===== config.mk =====
export PLATFORM = sky130hd
export DESIGN_NAME = fan_drive_configuration
export DESIGN_NICKNAME = d
export VERILOG_FILES = /design/src/fan_cfg_pkg.sv /design/src/fan_cfg_apply.sv /design/src/fan_drive_configuration.sv
export VERILOG_INCLUDE_DIRS = /design/src
export SDC_FILE = /design/constraint.sdc
export NUM_CORES = 1
export LEC_CHECK = 0
export ABC_CLOCK_PERIOD_IN_PS = 3500
export BUFFER_PORTS_ARGS = -buffer_cell sky130_fd_sc_hd__clkbuf_2
export CAP_MARGIN = 40
export CORE_MARGIN = 2
export CORE_UTILIZATION = 40
export DETAILED_ROUTE_END_ITERATION = 6
export GPL_TIMING_DRIVEN = 0
export PLACE_DENSITY = 0.7
export SLEW_MARGIN = 20
export SYNTH_ARGS = -nofsm -noshare
export SYNTH_HDL_FRONTEND = slang
export SYNTH_SLANG_ARGS = --single-unit

===== constraint.sdc =====
create_clock -name clk_i -period 3.5 [get_ports clk_i]
set_input_delay 0.7 -clock clk_i [delete_from_list [all_inputs] [get_ports clk_i]]
set_output_delay 0.7 -clock clk_i [all_outputs]
set_load 0.03 [all_outputs]

===== src/fan_cfg_defs.svh =====
// Purpose: Constants for the fan drive configuration block.
// Assumes: 100 MHz core clock.
// Notes:   Offsets, field positions, reset values and timing counts.
// How it works
// - Config bit 7 always reads zero.
// - Override set: table indexed by forced temperature.
// - Limits always use the measured temperature.
// - Override ignored unless table drives the fan.
// - Override clear: table indexed by measured temperature.
// - Program set: setting writable, drives output directly.
// - Program clear: setting read-only, table drives fan.
// - Polarity one inverts the drive output.
// - Polarity zero drives the output non-inverted.
// - Strap variant loads polarity from pin within 10ms.
// - Clock select: one 1.4 kHz, zero 360 kHz.
// - Divider override takes base from divide register.
// - Low two bits select tachometer reading mode.
// - Nonzero mode reports all ones below minimum.
// - 360 kHz base forces tachometer mode zero.
`ifndef FAN_CFG_DEFS_SVH
`define FAN_CFG_DEFS_SVH
`define FAN_CFG_ADDR   8'h4A
`define FAN_SET_ADDR   8'h4C
`define CFG_FORCE_BIT  6
`define CFG_BYPASS_BIT 5
`define CFG_POL_BIT    4
`define CFG_SEL_BIT    3
`define CFG_OVR_BIT    2
`define CFG_RST        7'h20
`define SET_RST        6'h00
`define TACH_ALL_ONES  16'hFFFF
`define TACH_MODE_RAW  2'b00
`define CLK_MHZ        100
`define STRAP_TIME_MS  10
`define STRAP_CYCLES   (`STRAP_TIME_MS * 1000 * `CLK_MHZ)
`endif


===== src/fan_cfg_pkg.sv =====
// Purpose: Types shared by the fan drive configuration files.
// Assumes: Nothing beyond the defs header.
// Notes:   One-hot codes are written out.
package fan_cfg_pkg;
	typedef enum logic [2:0] {
		BASE_360K = 3'b001,
		BASE_1K4  = 3'b010,
		BASE_DIV  = 3'b100
	} base_clk_t;
	typedef enum logic [1:0] {
		ST_WAIT = 2'b01,
		ST_DONE = 2'b10
	} strap_st_t;
endpackage : fan_cfg_pkg


===== src/fan_cfg_apply.sv =====
// Purpose: Holds the output-shaping fields until a PWM period ends.
// Assumes: period_end_i is a one-cycle pulse from the PWM counter.
// Notes:   Reset values match the configuration register reset.
`timescale 1ns/1ps
`include "fan_cfg_defs.svh"
module fan_cfg_apply (
	// Clock and reset
	input  wire logic                  clk_i,
	input  wire logic                  reset_n_i,
	input  wire logic                  ce_i,
	// Period boundary and programmed fields
	input  wire logic                  period_end_i,
	input  wire logic                  pol_i,
	input  wire logic                  clk_sel_i,
	input  wire logic                  div_ovr_i,
	// Applied fields
	output logic                       pol_o,
	output fan_cfg_pkg::base_clk_t     base_o
);
	logic                   pol_q, pol_d;
	fan_cfg_pkg::base_clk_t base_q, base_d;

	always_comb begin
		pol_d  = pol_q;
		base_d = base_q;
		// Taking new fields mid-period would truncate the pulse.
		if (period_end_i) begin
			pol_d = pol_i;
			if (div_ovr_i) begin
				base_d = fan_cfg_pkg::BASE_DIV;
			end else if (clk_sel_i) begin
				base_d = fan_cfg_pkg::BASE_1K4;
			end else begin
				base_d = fan_cfg_pkg::BASE_360K;
			end
		end
	end

	always_ff @(posedge clk_i or negedge reset_n_i) begin
		if (!reset_n_i) begin
			pol_q  <= 1'b0;
			base_q <= fan_cfg_pkg::BASE_360K;
		end else if (ce_i) begin
			pol_q  <= pol_d;
			base_q <= base_d;
		end
	end

	assign pol_o  = pol_q;
	assign base_o = base_q;
endmodule : fan_cfg_apply


===== src/fan_drive_configuration.sv =====
// Purpose: Fan configuration byte, fan setting byte and drive shaping.
// Assumes: Register port is the serial management slave's byte port.
// Notes:   Read data appears one cycle after the read strobe.
`timescale 1ns/1ps
`include "fan_cfg_defs.svh"
module fan_drive_configuration #(
	parameter bit          STRAP_VARIANT = 1'b0,
	parameter int unsigned STRAP_CYCLES  = `STRAP_CYCLES,
	parameter int unsigned SET_W         = 6,
	parameter int unsigned TEMP_W        = 8
) (
	// Clock and reset
	input  wire logic                  clk_i,
	input  wire logic                  reset_n_i,
	input  wire logic                  ce_i,
	// Register byte port
	input  wire logic [7:0]            addr_i,
	input  wire logic                  wr_i,
	input  wire logic                  rd_i,
	input  wire logic [7:0]            wdata_i,
	output logic      [7:0]            rdata_o,
	// Strap sense
	input  wire logic                  pin_a_i,
	// Temperatures
	input  wire logic [TEMP_W-1:0]     measured_temp_i,
	input  wire logic [TEMP_W-1:0]     forced_temp_i,
	output logic      [TEMP_W-1:0]     lut_index_temp_o,
	output logic      [TEMP_W-1:0]     limit_temp_o,
	// Look-up table
	input  wire logic [SET_W-1:0]      lut_drive_i,
	output logic                       lut_write_en_o,
	// Drive
	input  wire logic                  period_end_i,
	output logic      [SET_W-1:0]      drive_level_o,
	output fan_cfg_pkg::base_clk_t     base_clk_o,
	// Tachometer
	input  wire logic [15:0]           tach_count_i,
	input  wire logic [15:0]           tach_limit_i,
	output logic      [1:0]            tach_mode_eff_o,
	output logic      [15:0]           tach_reading_o
);
	localparam int unsigned CNT_W = 24;

	if (SET_W < 1 || SET_W > 8 || TEMP_W < 1 || TEMP_W > 16) begin : g_bad_width
		$error("Unsupported width.");
	end
	if (STRAP_CYCLES < 1 || STRAP_CYCLES >= (1 << CNT_W)) begin : g_bad_strap
		$error("Strap delay out of range.");
	end

	function automatic logic hit(input logic [7:0] a, input logic [7:0] off);
		hit = (a == off);
	endfunction : hit

	// ************************************************************
	// Register state
	// ************************************************************
	logic [6:0]             cfg_q, cfg_d;
	logic [SET_W-1:0]       set_q, set_d;
	logic [7:0]             rdata_q, rdata_d;
	fan_cfg_pkg::strap_st_t st_q, st_d;
	logic [CNT_W-1:0]       cnt_q, cnt_d;
	logic                   table_bypass_write_en, force_en, cfg_wr, set_wr, strap_hit;

	assign table_bypass_write_en = cfg_q[`CFG_BYPASS_BIT];
	assign force_en              = cfg_q[`CFG_FORCE_BIT];
	assign cfg_wr                = wr_i && hit(addr_i, `FAN_CFG_ADDR);
	assign set_wr                = wr_i && hit(addr_i, `FAN_SET_ADDR);
	assign strap_hit             = (st_q == fan_cfg_pkg::ST_WAIT)
		&& (cnt_q == CNT_W'(STRAP_CYCLES - 1));

	always_comb begin
		cfg_d = cfg_q;
		set_d = set_q;
		st_d  = st_q;
		cnt_d = cnt_q;
		unique case (st_q)
			fan_cfg_pkg::ST_WAIT: begin
				cnt_d = cnt_q + CNT_W'(1);
				if (strap_hit) begin
					st_d = fan_cfg_pkg::ST_DONE;
					// The pull-up is sampled once, well after power settles.
					if (STRAP_VARIANT) begin
						cfg_d[`CFG_POL_BIT] = pin_a_i;
					end
				end
			end
			fan_cfg_pkg::ST_DONE: begin
				cnt_d = cnt_q;
			end
		endcase
		// A host write in the strap sample cycle wins over the strap.
		if (cfg_wr) begin
			cfg_d = wdata_i[6:0];
		end
		if (table_bypass_write_en) begin
			if (set_wr) begin
				set_d = wdata_i[SET_W-1:0];
			end
		end else begin
			// Tracking keeps the last table value once programming is re-enabled.
			set_d = lut_drive_i;
		end
		rdata_d = rdata_q;
		if (rd_i) begin
			if (hit(addr_i, `FAN_CFG_ADDR)) begin
				rdata_d = {1'b0, cfg_q};
			end else if (hit(addr_i, `FAN_SET_ADDR)) begin
				rdata_d = 8'(set_q);
			end else begin
				rdata_d = 8'h00;
			end
		end
	end

	always_ff @(posedge clk_i or negedge reset_n_i) begin
		if (!reset_n_i) begin
			cfg_q   <= `CFG_RST;
			set_q   <= SET_W'(`SET_RST);
			rdata_q <= 8'h00;
			st_q    <= fan_cfg_pkg::ST_WAIT;
			cnt_q   <= '0;
		end else if (ce_i) begin
			cfg_q   <= cfg_d;
			set_q   <= set_d;
			rdata_q <= rdata_d;
			st_q    <= st_d;
			cnt_q   <= cnt_d;
		end
	end

	assign rdata_o        = rdata_q;
	assign lut_write_en_o = table_bypass_write_en;

	// ************************************************************
	// Temperature routing
	// ************************************************************
	// The forced value only matters while the table drives the fan.
	assign lut_index_temp_o = (force_en && !table_bypass_write_en)
		? forced_temp_i : measured_temp_i;
	assign limit_temp_o     = measured_temp_i;

	// ************************************************************
	// Drive shaping and tachometer
	// ************************************************************
	logic                   pol_app;
	fan_cfg_pkg::base_clk_t base_app;
	logic [SET_W-1:0]       drive_q, drive_d;
	logic [15:0]            tach_q, tach_d;
	logic [1:0]             mode_eff;

	fan_cfg_apply u_apply (
		.clk_i        (clk_i),
		.reset_n_i    (reset_n_i),
		.ce_i         (ce_i),
		.period_end_i (period_end_i),
		.pol_i        (cfg_q[`CFG_POL_BIT]),
		.clk_sel_i    (cfg_q[`CFG_SEL_BIT]),
		.div_ovr_i    (cfg_q[`CFG_OVR_BIT]),
		.pol_o        (pol_app),
		.base_o       (base_app)
	);

	always_comb begin
		// Full scale stays all ones, so inversion maps zero to maximum.
		drive_d  = pol_app ? ~set_q : set_q;
		// The low two bits pick the mode; the fast base clock cannot resolve slow fans.
		mode_eff = (base_app == fan_cfg_pkg::BASE_360K) ? `TACH_MODE_RAW : cfg_q[1:0];
		tach_d   = tach_count_i;
		if (mode_eff != `TACH_MODE_RAW && tach_count_i > tach_limit_i) begin
			tach_d = `TACH_ALL_ONES;
		end
	end

	always_ff @(posedge clk_i or negedge reset_n_i) begin
		if (!reset_n_i) begin
			drive_q <= '0;
			tach_q  <= `TACH_ALL_ONES;
		end else if (ce_i) begin
			drive_q <= drive_d;
			tach_q  <= tach_d;
		end
	end

	assign drive_level_o   = drive_q;
	assign base_clk_o      = base_app;
	assign tach_mode_eff_o = mode_eff;
	assign tach_reading_o  = tach_q;
endmodule : fan_drive_configuration


==> results_dict.tcl <==
set metrics [dict create \
    timing.critical_path.arrival_ns 1.93 \
    die_height_um 88.6 \
    drt_pass1_iterations 4 \
    post-route-min-period_ns 2.63 \
    via_count 2547 \
    die_w_um 88.6 \
    max_freq_mhz 381 \
    drt_drc_violations_left 0 \
    stdcell_count 512 \
    floorplan.die_area_sq_mm 0.00785 \
    synth_cells 284 \
    postSynthNetCount 377 \
    postCtsResizedCells 0 \
    global_route_wire_length_before_repair_mm 11.4 \
    gp_congestion 0.801 \
    numCtsBuffers 5 \
    grt_antenna_before_repair 0 \
    timing.critical_path.from_type "register" \
    track_usage_pct 19.0 \
    worstPathCellList "nand2b_1, clkbuf_1, mux2_2, clkbuf_2" \
    tritoncts "built" \
    initial_core_util_pct 41.7 \
    path_class "register to output pin" \
    synth_largest_area_cell "sky130_fd_sc_hd__dfrtp_1" \
    ys.warnings.count 0 \
    crit_path_top_delay_cell "sky130_fd_sc_hd__dfstp_2" \
    antenna_violating_nets_post_route 0 \
    cp_slowest_stage_delay_ns 0.60 \
    clock_insertion_delay_worst_skew_ns 0.30 \
    synth-main-ff-cell "sky130_fd_sc_hd__dfrtp_1" \
    crit_path_max_fanout 8 \
    maximum_number_of_pins_on_one_net_before_global_route_repair 47 \
    cp.buffers_inverters 2 \
    maxSlewHeadroom_pct 57.2 \
    max_capacitance_violation_count 0 \
    crit_family "flip-flops" \
    worstPathRequired_ns 2.80 \
    synthesis.area_sq_mm 0.00286 \
    register_clock_pin_slew_on_the_reported_worst_setup_and_hold_paths_ns 0.09 \
    drtIter0Drc 94 \
    antenna_diode_count 0 \
    peak_supply_drop_uv 157 \
    total_power_mw 1.34 \
    syn2layout_area_growth_pct 29.1 \
    final_core_util_pct 53.8 \
    flip_flop_and_latch_count_after_synthesis 46 \
    power_density_over_the_cells_mw_per_mm2 362 \
    post_route_cells_drive_above_1_share_pct 51.4 \
    worstHoldPathType "input pin to async pin" \
    timing_max_transition_violations_final 0 \
    netlist_top_cells_area "sky130_fd_sc_hd__dfrtp_1, sky130_fd_sc_hd__dfstp_2, sky130_fd_sc_hd__mux2_2, sky130_fd_sc_hd__ha_1, sky130_fd_sc_hd__nor2_1" \
    vias_per_cell 4.97 \
    core_area_sq_mm 0.00687 \
    vias_in_the_first_global_route 2440 \
    final_cell_mix "sky130_fd_sc_hd__clkbuf_2, sky130_fd_sc_hd__mux2_2, sky130_fd_sc_hd__dfrtp_1" \
    postSynthAreaPerCell_sq_um 10.1 \
    p_leak_nw 1.83 \
    clock_sink_count 46 \
    sequential_share_of_the_synthesized_area_pct 41.0 \
    final-hold-violation-count 0 \
    pin_count 129 \
    holdWs_ns 0.449 \
    finalSetupViolations 0 \
    ctsHoldBuffers 0 \
    worst_pin_slew_ns 0.642 \
    synthDistinctLibCells 39 \
    rows 30 \
    rr_endpoint "tach_reading_o[8]" \
    nets 508 \
    critical_path.reg2reg.startpoint "u_apply.base_o[0]" \
    setup-tns-final_ns 0 \
    hpwl_mm 5.77 \
    async_s_r_ff_share_synth_pct 100 \
    synthDominantCellAreaShare_pct 24.5 \
    run_status "finished clean" \
    synth-edff-count 0 \
    postCtsSetupRepairBufs 0 \
    totalWireLength_mm 7.24 \
    rsz0062_at_grt "false" \
    clock_tree.htree_level_count 2 \
    gr-total-overflow 0 \
    finalClockSkew_ns 0.00527 \
    average_wire_per_standard_cell_um 14.1 \
    worst_setup_path_end_kind "output pin" \
    cts_root_buffer "sky130_fd_sc_hd__clkbuf_8" \
    rrSetupSlack_ns 1.74 \
    fin_crit_sh_pct 75.1 \
    layout_commonest_cell "sky130_fd_sc_hd__clkbuf_2" \
    buffer_ports.inserted 124 \
    clock_tree.buffer_depth 2 \
    register_to_register_path_depth 5 \
    place_inst 504 \
]
==> Yosys cell counts, types with 3 or more instances <==
| master | n |
|---|---|
| sky130_fd_sc_hd__mux2_2 | 32 |
| sky130_fd_sc_hd__dfrtp_1 | 28 |
| sky130_fd_sc_hd__nor2_1 | 27 |
| sky130_fd_sc_hd__a21oi_1 | 20 |
| sky130_fd_sc_hd__dfstp_2 | 18 |
| sky130_fd_sc_hd__a31oi_1 | 16 |
| sky130_fd_sc_hd__ha_1 | 16 |
| sky130_fd_sc_hd__inv_1 | 16 |
| sky130_fd_sc_hd__nand2_1 | 16 |
| sky130_fd_sc_hd__a21oi_2 | 10 |
| sky130_fd_sc_hd__o21ai_0 | 10 |
| sky130_fd_sc_hd__buf_4 | 9 |
| sky130_fd_sc_hd__a221o_1 | 6 |
| sky130_fd_sc_hd__a22oi_1 | 6 |
| sky130_fd_sc_hd__and2_1 | 6 |
| sky130_fd_sc_hd__clkbuf_1 | 6 |
| sky130_fd_sc_hd__xnor2_1 | 6 |
| sky130_fd_sc_hd__buf_2 | 5 |
| sky130_fd_sc_hd__nand4_1 | 5 |
| sky130_fd_sc_hd__nor2b_1 | 5 |
| sky130_fd_sc_hd__nand2b_1 | 3 |
==> sequential cells by signal, indices dropped and copies added (netlist names) <==
register,count
tach_reading_o,16
cfg_q,7
rdata_o,7
drive_level_o,6
set_q,6
u_apply.base_o,3
u_apply.pol_o,1
==> worst reg2reg max path, cell delays in order, from the launching register on <==
cell                      delay, ns
sky130_fd_sc_hd__dfstp_2       0.55
sky130_fd_sc_hd__nor3b_1       0.40
sky130_fd_sc_hd__nor2_1        0.23
sky130_fd_sc_hd__buf_2         0.27
sky130_fd_sc_hd__a21oi_2       0.16
sky130_fd_sc_hd__a31oi_1       0.05
==> through the flow <==
step | setup WS (ns) | area, sq um
floorplan | 1.30 | 2860
global placement | 0.915 | 3600
detailed placement | 0.873 | 3600
CTS | 0.845 | 3690
global route | 0.751 | 3690
finish | 0.872 | 3690
==> where the power goes <==
group	internal [mW]	switching, mW
clock	0.141	0.191
sequential	0.592	0.0291
combinational	0.154	0.231
total	0.886	0.452
==> logic make-up after synthesis <==
| logic type | after synthesis | synth area share [%] |
|---|---|---|
| DFF | 46 | 41.0 |
| buffers and inverters | 39 | 7.35 |
| muxes | 32 | 12.6 |
| adders and majority gates | 16 | 7.00 |
| xor gates and xnor gates | 6 | 1.84 |
| AOI/OAI and AO/OA | 75 | 17.5 |
| and+or+nand+nor | 69 | 12.6 |
| other | 1 | 0.131 |
==> cell type report <==
type / instances / area, sq um
tap: 96 / 120
fill: 678 / 3170
clock inverter: 3 / 21.3
clock buffer: 5 / 68.8
buffer: 23 / 150
timing repair buffer: 124 / 623
inverter: 16 / 60.1
multi-input combinational: 199 / 1480
sequential: 46 / 1170
==> how the worst max path moves through the flow <==
stage,start,to,cells after the start
2_1_floorplan,cfg_q[5],lut_index_temp_o[0],3
5_1_grt,cfg_q[5],lut_index_temp_o[6],4
6_report,cfg_q[5],lut_index_temp_o[6],4
3_5_place_dp,tach_count_i[11],tach_reading_o[9],7
3_3_place_gp,tach_count_i[11],tach_reading_o[14],7
4_1_cts,cfg_q[5],lut_index_temp_o[6],4
==> routing by layer <==
layer  vias up  share of wire [%]  track usage [%]
met1      1190                 46             26.2
met5         -                  0                0
li1       1266                  -                -
met4         0                1.9             5.79
met3        11                4.4             3.54
met2        80                 48             30.4
Note: power is estimated with default switching activity, not from simulation.
